===== src/logic/pllcc_pkg.sv =====
// Shared constants and types of the PLL clock conditioning block
package pllcc_pkg;
  // Bit positions inside the pin synchroniser bank
  localparam int SYNC_W = 4;
  localparam int IDX_REF = 0;
  localparam int IDX_FB = 1;
  localparam int IDX_SLEEP = 2;
  localparam int IDX_ARST = 3;
  // Output source selection codes
  localparam logic [2:0] SRC_PLL = 3'h0;
  localparam logic [2:0] SRC_BYPASS = 3'h1;
  // Divider widths and half-step factor limits
  localparam int DIV_W = 5;
  localparam int TOT_W = 7;
  localparam logic [4:0] FAC_MIN = 5'h01;
  localparam logic [4:0] HALF_MAX = 5'h0e;
  // Loop model and delay line defaults
  localparam int PER_W = 10;
  localparam int PHASE_TOL = 2;
  localparam int PERIOD_TOL = 2;
  localparam int LOCK_EDGES = 4;
  localparam int LOCK_W = 3;
  localparam int DELAY_TAPS = 8;
  localparam int DSEL_W = 3;
  typedef enum logic [1:0] {
    PLLCC_UNLOCKED = 2'b00,
    PLLCC_ACQUIRE = 2'b01,
    PLLCC_LOCKED = 2'b10
  } pllcc_lock_e;
endpackage


===== src/logic/pllcc_top.sv =====
// PLL clock conditioning block: loop model, output dividers, global muxes
// Summary of operation
// RULE1: Reference clock feeds loop and primary output
// RULE2: Divider sync reset on rise, bypass only
// RULE3: Driver holds sync reset low beforehand
// RULE4: With loop in use, internal sync reset
// RULE5: Half-step only when bypassed from oscillator
// RULE6: Half-step factors 1.5 through 14.5
// RULE7: Sleep disables loop, outputs held low
// RULE8: Lock asserts on steady-state lock
// RULE9: External feedback compared against reference
// RULE10: Three global muxes drive global outputs
// RULE11: Each mux: select, divider, delay
// RULE12: Core outputs use local routing
// RULE13: Reference comes from pins, core, oscillator; the code takes it from reference_clock_in_i only
// RULE14: Lock drops on sleep or lost lock
`timescale 1ns/1ps
module pllcc_top #(
  parameter int PER_W = pllcc_pkg::PER_W,
  parameter int PHASE_TOL = pllcc_pkg::PHASE_TOL,
  parameter int PERIOD_TOL = pllcc_pkg::PERIOD_TOL,
  parameter int LOCK_EDGES = pllcc_pkg::LOCK_EDGES,
  parameter int DELAY_TAPS = pllcc_pkg::DELAY_TAPS
) (
  input wire logic clk_i, // 40 MHz system clock
  input wire logic sys_rst_i, // Synchronous reset, high
  input wire logic reference_clock_in_i, // Reference clock pin
  input wire logic external_feedback_in_i, // External feedback pin
  input wire logic feedback_external_sel_i, // 1: compare external feedback
  input wire logic pll_sleep_n_i, // Power-down, low active
  input wire logic output_a_divider_sync_reset_i, // Divider A sync reset
  input wire logic output_a_half_step_divide_i, // Half-step divide for A
  input wire logic reference_from_rc_osc_i, // Reference is the RC oscillator
  input wire logic [2:0] output_a_source_select_i, // Source of output A
  input wire logic [2:0] output_b_source_select_i, // Source of output B
  input wire logic [2:0] output_c_source_select_i, // Source of output C
  input wire logic [4:0] output_a_divide_i, // Divide factor A
  input wire logic [4:0] output_b_divide_i, // Divide factor B
  input wire logic [4:0] output_c_divide_i, // Divide factor C
  input wire logic [2:0] output_a_delay_select_i, // Delay taps A
  input wire logic [2:0] output_b_delay_select_i, // Delay taps B
  input wire logic [2:0] output_c_delay_select_i, // Delay taps C
  output logic primary_global_clock_o, // Global mux 1
  output logic secondary1_global_clock_o, // Global mux 2
  output logic secondary2_global_clock_o, // Global mux 3
  output logic core1_local_clock_o, // Local copy of mux 2
  output logic core2_local_clock_o, // Local copy of mux 3
  output logic lock_o // Steady-state lock, high
);
  localparam int LOCK_W = pllcc_pkg::LOCK_W;

  // Pin synchronisers; first stage feeds only the second
  logic [pllcc_pkg::SYNC_W-1:0] sync_meta_reg;
  logic [pllcc_pkg::SYNC_W-1:0] sync_reg;
  logic [pllcc_pkg::SYNC_W-1:0] sync_prev_reg;
  always_ff @(posedge clk_i) begin
    if (sys_rst_i) begin
      sync_meta_reg <= 4'h0;
      sync_reg <= 4'h0;
      sync_prev_reg <= 4'h0;
    end else begin
      sync_meta_reg <= {output_a_divider_sync_reset_i, pll_sleep_n_i,
                        external_feedback_in_i, reference_clock_in_i};
      sync_reg <= sync_meta_reg;
      sync_prev_reg <= sync_reg;
    end
  end

  logic ref_rise;
  logic arst_rise;
  logic asleep;
  assign ref_rise = sync_reg[pllcc_pkg::IDX_REF] & ~sync_prev_reg[pllcc_pkg::IDX_REF];
  assign arst_rise = sync_reg[pllcc_pkg::IDX_ARST] & ~sync_prev_reg[pllcc_pkg::IDX_ARST];
  assign asleep = ~sync_reg[pllcc_pkg::IDX_SLEEP];

  // Loop model: period meter, oscillator aligned to the reference, phase detector
  logic [PER_W-1:0] per_cnt_reg, per_cnt_next;
  logic [PER_W-1:0] period_reg, period_next;
  logic [PER_W-1:0] vco_cnt_reg, vco_cnt_next;
  logic [PER_W-1:0] phase_cnt_reg, phase_cnt_next;
  logic vco_clk_reg, vco_clk_next;
  logic fb_prev_reg, fb_prev_next;
  logic phase_ok_reg, phase_ok_next;
  logic [PER_W-1:0] new_period;
  logic [PER_W-1:0] period_diff;
  logic fb_level;
  logic fb_rise;
  logic edge_good;

  assign fb_level = feedback_external_sel_i ? sync_reg[pllcc_pkg::IDX_FB] : vco_clk_reg; // RULE9
  assign fb_rise = fb_level & ~fb_prev_reg;
  assign new_period = per_cnt_reg + PER_W'(1);
  assign period_diff = (new_period > period_reg) ? new_period - period_reg
                                                 : period_reg - new_period;
  assign edge_good = phase_ok_reg & (period_diff <= PER_W'(PERIOD_TOL)); // RULE8

  always_comb begin
    per_cnt_next = (&per_cnt_reg) ? per_cnt_reg : per_cnt_reg + PER_W'(1);
    phase_cnt_next = (&phase_cnt_reg) ? phase_cnt_reg : phase_cnt_reg + PER_W'(1);
    period_next = period_reg;
    vco_cnt_next = (vco_cnt_reg >= period_reg - PER_W'(1)) ? '0 : vco_cnt_reg + PER_W'(1);
    phase_ok_next = phase_ok_reg | (fb_rise & (phase_cnt_reg <= PER_W'(PHASE_TOL))); // RULE9
    fb_prev_next = fb_level;
    if (ref_rise) begin
      // Snapping the oscillator to the reference edge keeps it phase aligned
      per_cnt_next = '0;
      period_next = new_period; // RULE1
      vco_cnt_next = '0;
      phase_cnt_next = '0;
      phase_ok_next = fb_rise;
    end
    vco_clk_next = vco_cnt_next < (period_reg >> 1);
    if (asleep) begin // RULE7
      per_cnt_next = '0;
      period_next = '0;
      vco_cnt_next = '0;
      phase_cnt_next = '0;
      phase_ok_next = 1'b0;
      vco_clk_next = 1'b0;
    end
  end

  always_ff @(posedge clk_i) begin
    if (sys_rst_i) begin
      per_cnt_reg <= '0;
      period_reg <= '0;
      vco_cnt_reg <= '0;
      phase_cnt_reg <= '0;
      vco_clk_reg <= 1'b0;
      fb_prev_reg <= 1'b0;
      phase_ok_reg <= 1'b0;
    end else begin
      per_cnt_reg <= per_cnt_next;
      period_reg <= period_next;
      vco_cnt_reg <= vco_cnt_next;
      phase_cnt_reg <= phase_cnt_next;
      vco_clk_reg <= vco_clk_next;
      fb_prev_reg <= fb_prev_next;
      phase_ok_reg <= phase_ok_next;
    end
  end

  // Lock detector: several good reference edges in a row before lock
  pllcc_pkg::pllcc_lock_e lock_state_reg, lock_state_next;
  logic [LOCK_W-1:0] good_cnt_reg, good_cnt_next;
  logic lock_reg, lock_next;
  logic lock_rise;
  assign lock_rise = (lock_state_reg == pllcc_pkg::PLLCC_LOCKED) & ~lock_reg & ~asleep;

  always_comb begin
    lock_state_next = lock_state_reg;
    good_cnt_next = good_cnt_reg;
    case (lock_state_reg)
      pllcc_pkg::PLLCC_UNLOCKED: begin
        if (ref_rise && edge_good) begin
          lock_state_next = pllcc_pkg::PLLCC_ACQUIRE;
          good_cnt_next = LOCK_W'(1);
        end
      end
      pllcc_pkg::PLLCC_ACQUIRE: begin
        if (ref_rise && !edge_good) begin // RULE14
          lock_state_next = pllcc_pkg::PLLCC_UNLOCKED;
          good_cnt_next = '0;
        end else if (ref_rise && good_cnt_reg >= LOCK_W'(LOCK_EDGES - 1)) begin
          lock_state_next = pllcc_pkg::PLLCC_LOCKED; // RULE8
        end else if (ref_rise) begin
          good_cnt_next = good_cnt_reg + LOCK_W'(1);
        end
      end
      pllcc_pkg::PLLCC_LOCKED: begin
        if (ref_rise && !edge_good) begin // RULE14
          lock_state_next = pllcc_pkg::PLLCC_UNLOCKED;
          good_cnt_next = '0;
        end
      end
      default: begin
        lock_state_next = pllcc_pkg::PLLCC_UNLOCKED;
        good_cnt_next = '0;
      end
    endcase
    if (asleep) begin // RULE14
      lock_state_next = pllcc_pkg::PLLCC_UNLOCKED;
      good_cnt_next = '0;
    end
    lock_next = ~asleep & (lock_state_reg == pllcc_pkg::PLLCC_LOCKED);
  end

  always_ff @(posedge clk_i) begin
    if (sys_rst_i) begin
      lock_state_reg <= pllcc_pkg::PLLCC_UNLOCKED;
      good_cnt_reg <= '0;
      lock_reg <= 1'b0;
    end else begin
      lock_state_reg <= lock_state_next;
      good_cnt_reg <= good_cnt_next;
      lock_reg <= lock_next;
    end
  end

  // Global mux channels: source select, divider, delay line
  logic [2:0] src_sel [3];
  logic [4:0] div_val [3];
  logic [2:0] dly_sel [3];
  wire [2:0] chan_clk_next;
  assign src_sel[0] = output_a_source_select_i;
  assign src_sel[1] = output_b_source_select_i;
  assign src_sel[2] = output_c_source_select_i;
  assign div_val[0] = output_a_divide_i;
  assign div_val[1] = output_b_divide_i;
  assign div_val[2] = output_c_divide_i;
  assign dly_sel[0] = output_a_delay_select_i;
  assign dly_sel[1] = output_b_delay_select_i;
  assign dly_sel[2] = output_c_delay_select_i;

  for (genvar ch = 0; ch < 3; ch++) begin : gen_ch
    localparam int TOT_W = pllcc_pkg::TOT_W;
    logic src_lvl;
    logic src_edge;
    logic half_ok;
    logic restart;
    logic div_clk;
    logic [4:0] fac;
    logic [TOT_W-1:0] total;
    logic src_prev_reg, src_prev_next;
    logic [TOT_W-1:0] cnt_reg, cnt_next;
    logic [DELAY_TAPS-1:0] dly_reg, dly_next;

    always_comb begin
      src_lvl = 1'b0;
      if (src_sel[ch] == pllcc_pkg::SRC_PLL) begin
        src_lvl = vco_clk_reg;
      end else if (src_sel[ch] == pllcc_pkg::SRC_BYPASS) begin
        src_lvl = sync_reg[pllcc_pkg::IDX_REF]; // RULE1
      end
      src_edge = src_lvl ^ src_prev_reg;
      // Half-step silently ignored outside oscillator bypass
      half_ok = (ch == 0) && output_a_half_step_divide_i && reference_from_rc_osc_i
                && (src_sel[ch] == pllcc_pkg::SRC_BYPASS); // RULE5
      fac = (div_val[ch] < pllcc_pkg::FAC_MIN) ? pllcc_pkg::FAC_MIN : div_val[ch];
      if (half_ok && fac > pllcc_pkg::HALF_MAX) begin
        fac = pllcc_pkg::HALF_MAX; // RULE6
      end
      // Counted in source half-periods so a half step is one extra half-period
      total = TOT_W'({fac, 1'b0}) + TOT_W'(half_ok); // RULE6
      restart = ((ch == 0) && src_sel[ch] == pllcc_pkg::SRC_BYPASS && arst_rise) // RULE2
                || (src_sel[ch] == pllcc_pkg::SRC_PLL && lock_rise); // RULE4
      cnt_next = cnt_reg;
      if (asleep || restart) begin
        cnt_next = '0;
      end else if (src_edge) begin
        cnt_next = (cnt_reg >= total - TOT_W'(1)) ? '0 : cnt_reg + TOT_W'(1);
      end
      div_clk = cnt_reg < (total >> 1);
      dly_next = asleep ? '0 : {dly_reg[DELAY_TAPS-2:0], div_clk}; // RULE11
      src_prev_next = src_lvl;
    end

    always_ff @(posedge clk_i) begin
      if (sys_rst_i) begin
        src_prev_reg <= 1'b0;
        cnt_reg <= '0;
        dly_reg <= '0;
      end else begin
        src_prev_reg <= src_prev_next;
        cnt_reg <= cnt_next;
        dly_reg <= dly_next;
      end
    end

    assign chan_clk_next[ch] = ~asleep & dly_reg[dly_sel[ch]]; // RULE7 RULE11
  end

  // Output stage
  logic [2:0] glob_clk_reg, glob_clk_next;
  logic [1:0] core_clk_reg, core_clk_next;
  always_comb begin
    glob_clk_next = chan_clk_next; // RULE10
    core_clk_next = chan_clk_next[2:1]; // RULE12
  end
  always_ff @(posedge clk_i) begin
    if (sys_rst_i) begin
      glob_clk_reg <= 3'h0;
      core_clk_reg <= 2'h0;
    end else begin
      glob_clk_reg <= glob_clk_next;
      core_clk_reg <= core_clk_next;
    end
  end
  assign primary_global_clock_o = glob_clk_reg[0];
  assign secondary1_global_clock_o = glob_clk_reg[1];
  assign secondary2_global_clock_o = glob_clk_reg[2];
  assign core1_local_clock_o = core_clk_reg[0];
  assign core2_local_clock_o = core_clk_reg[1];
  assign lock_o = lock_reg;
endmodule


===== config.mk =====
export PLATFORM = sky130hd
export DESIGN_NAME = pllcc_top
export DESIGN_NICKNAME = d
export VERILOG_FILES = /design/src/logic/pllcc_pkg.sv /design/src/logic/pllcc_top.sv
export SDC_FILE = /design/constraint.sdc
export NUM_CORES = 1
export LEC_CHECK = 0
export ABC_AREA = 1
export BUFFER_PORTS_ARGS = -buffer_cell sky130_fd_sc_hd__buf_2
export CAP_MARGIN = 5
export CORE_MARGIN = 2
export CORE_UTILIZATION = 45
export CTS_CLUSTER_DIAMETER = 100
export DETAILED_ROUTE_END_ITERATION = 7
export REMOVE_ABC_BUFFERS = 1
export SLEW_MARGIN = 30
export SYNTH_ARGS = -nofsm -noshare
export SYNTH_HDL_FRONTEND = slang
export SYNTH_SLANG_ARGS = --single-unit

===== constraint.sdc =====
create_clock -name clk_i -period 6.7 [get_ports clk_i]
set_input_delay 1.005 -clock clk_i [delete_from_list [all_inputs] [get_ports clk_i]]
set_output_delay 1.005 -clock clk_i [all_outputs]
set_load 0.005 [all_outputs]

==> results.cfg <==
[power]
p_seq_share_pct = 51.6
p_leak_nw = 3.66
p_int_uw = 961
power_frac_clock_pct = 41.6
p_switching_uw = 319
sw_frac_of_total_pct = 24.9
power_density_nw_per_um2 = 164
combPwrFrac_pct = 6.8
peakVddDrop_mv = 0.130

[route]
viasPerCell = 4.80
drt_iter0_markers = 297
dr.pass1.iters = 5
antenna_left = 0
drt-wirelength-per-cell_microns = 12.0
num_vias = 5987
drt-total-wl_microns = 15000
drc_errors = 0

[sta]
worst_slew_pin_slew_ps = 765
relSlewSlack_pct = 48.8
final_hold_viol_count = 0
max_freq_mhz = 254
fin_skew_ps = 14.0
slew_violations = 0
min_period_ps = 3940
min_period_over_period_pct = 58.8
setup_violations = 0
setup-tns-final_ps = 0
rsz0062_at_grt = no

[clock_tree]
cts.root.buffer_cell = clkbuf_16
h-tree-depth = 3
clock_sinks = 110
cts_hold_buf = 0
clkTransAtPathRegs_ps = 80
cts_tree = done
cts_setup_buffers = 0
clk_latency_ps = 360
clock_path_buffers = 2
cts_resized = 0
cts_buffers = 9

[finish]
ff_latch_area_sq_um = 2200
final_area_sq_um = 7820
largest_reg_flops = 24
final_nets = 1154
drive_above_1_share_pct = 9.65
multiInputGateArea_sq_um = 4200
antennaDiodeCount = 0
fill_cells = 1572
layout.cells.non_filler = 1247
final_cell_mix = nand2_1, inv_1, nor2_1
mostFrequentLayoutCell = nand2_1
area_growth_pct = 10.2

[worst_setup_path]
arrival_ps = 4230
path_buf_inv = 1
max_stage_delay_ps = 390
slowest_stage = nand2_1
crit_chain = inv_1 > ha_1 > nand3_1 > nor2_1 > nand3_1 > nor2_1 > xor2_1 > ha_1 > nand2_1 > nor2_1 > o211ai_1 > o2111ai_1 > a31oi_1 > nand2_1 > nor2_1 > ha_1 > a21oi_1 > nor3_1 > a211o_1 > a21oi_1 > o21ai_0 > nor2_1
critPathTopFamily = simple AND/OR/NAND/NOR gates
endpoint_kind = flop
path_max_fanout = 20
crit_type = flop to flop
worst_setup_path_start_kind = flop
path_common_cell = nor2_1
cp_data_required_time_ps = 6990

[global_route]
grt_start_max_net_pins = 43
grtUsageMet2_pct = 31.0
grt_usage_pct = 19.0
use_met1_pct = 25.8
met3_usage_pct = 3.63
grt_pass1_wl_microns = 25800
grt_antenna_before_repair = 0
top_usage_layer = met2
grt-ovfl-total = 0
grt_pass1_vias = 5562

[logic_synthesis]
syn-cell-area_sq_um = 7100
ys_seq_area_share_pct = 31.0
yosysTopAreaCellShare_pct = 31.0
synth_edf_count = 0
synthCells = 986
post-synth-top-area-cell = dfxtp_1
async_reset_ff_share_pct = 0
synthTopCellsByArea = dfxtp_1, ha_1, nand2_1, inv_1, nor2_1
ys_ff_latch = 110
synth.avg_cell_area_sq_um = 7.20
synth_ff_type = dfxtp_1
yosysWarnings = 0
synth.distinct_cells = 53

[die]
coreArea_sq_um = 15300
die_height_microns = 130
die_w_microns = 130
start_util_pct = 46.3
rows = 45
pin_count = 48
die_area_sq_um = 16800

[flow_run]
maxCapViolCount = 0

[run_status]
status = finished clean

[placed_design]
dp_cells = 1231
port_buffers = 47
placed_cell_area_sq_um = 7520
place.gp.congestion = 0.892
hpwlAfterDp_microns = 11800

[min_path]
hp-class = flop to flop
[final cells by class]
cell class,instances,area share (%)
inverters,164,7.87
repair buffers,48,3.10
clock buffers,10,3.06
clock inverters,6,0.720
flip-flops and latches,110,28.2
well taps,211,3.38
multi-input cells,698,53.7
[worst paths after layout]
path | start | to | slack, ps | depth (start not counted)
worst max-delay path | period_reg[1] | vco_clk_reg | 2760 | 22
worst min-delay path | sync_meta_reg[3] | sync_reg[3] | 400 | 2
worst max register to register | period_reg[1] | vco_clk_reg | 2760 | 22
worst min register to register | sync_meta_reg[3] | sync_reg[3] | 400 | 2
[per-layer routing]
layer	vias to the layer above	wire length (microns)
li1	3286	-
met1	2626	7670
met2	61	6690
met3	14	450
met4	0	176
met5	-	0
[logic make-up (layout without fill, tap and decap cells)]
| family | Yosys count | after routing | share of synthesized area, % |
|---|---|---|---|
| buf+inv | 180 | 228 | 9.91 |
| flops | 110 | 110 | 31.0 |
| simple gates | 412 | 412 | 26.1 |
| mux | 2 | 2 | 0.282 |
| xor+xnor | 44 | 44 | 5.43 |
| compound gates | 156 | 156 | 12.8 |
| other cells | 1 | 3 | 0.0528 |
| fa+ha+maj | 81 | 81 | 14.5 |
[synth_stat cells, types with 3 or more instances]
cell and instances:
nand2_1 161, inv_1 159, nor2_1 125, dfxtp_1 110, ha_1 79, a21oi_1 72
nand3_1 44, o21ai_0 37, xor2_1 34, nor3_1 31, nand4_1 10, xnor2_1 10
clkbuf_1 9, o22ai_1 9, or2_2 8, nor2_2 6, nand2_2 5, nor3b_1 5
a311oi_1 4, buf_4 4, nand2_4 4, o21ai_1 4, a21o_1 3, a221oi_1 3
a31oi_1 3, a41oi_1 3, inv_2 3, nand3_2 3, nor2_4 3, o211ai_1 3
[power by group through the flow]
| stage | logic (mW) | clock network, mW | registers, mW |
|---|---|---|---|
| after floorplan | 0.0559 | 0 | 0.675 |
| after global placement | 0.0876 | 0 | 0.675 |
| after detailed placement | 0.0879 | 0 | 0.675 |
| after CTS | 0.0884 | 0.551 | 0.660 |
| after global routing | 0.102 | 0.575 | 0.660 |
| final | 0.0876 | 0.532 | 0.660 |
[worst reg2reg max path: stages, from the launching register on]
cell and delay (ps):
dfxtp_1 380, inv_1 170, ha_1 210, nand3_1 130, nor2_1 150, nand3_1 110, nor2_1 130, xor2_1 170
ha_1 260, nand2_1 90, nor2_1 60, o211ai_1 100, o2111ai_1 130, a31oi_1 160, nand2_1 390, nor2_1 230
ha_1 260, a21oi_1 150, nor3_1 60, a211o_1 220, a21oi_1 110, o21ai_0 100, nor2_1 100
[stage by stage]
step	hold slack, ps	utilization (%)	total power, mW	setup WS (ps)
2_1_floorplan	388	-	0.730	3370
3_3_place_gp	391	49.1	0.763	2730
3_5_place_dp	394	49.1	0.763	2760
4_1_cts	405	51.1	1.30	2720
5_1_grt	426	51.1	1.34	2330
6_report	405	51.1	1.28	2760
No activity file was read; power rests on OpenSTA's default activity.
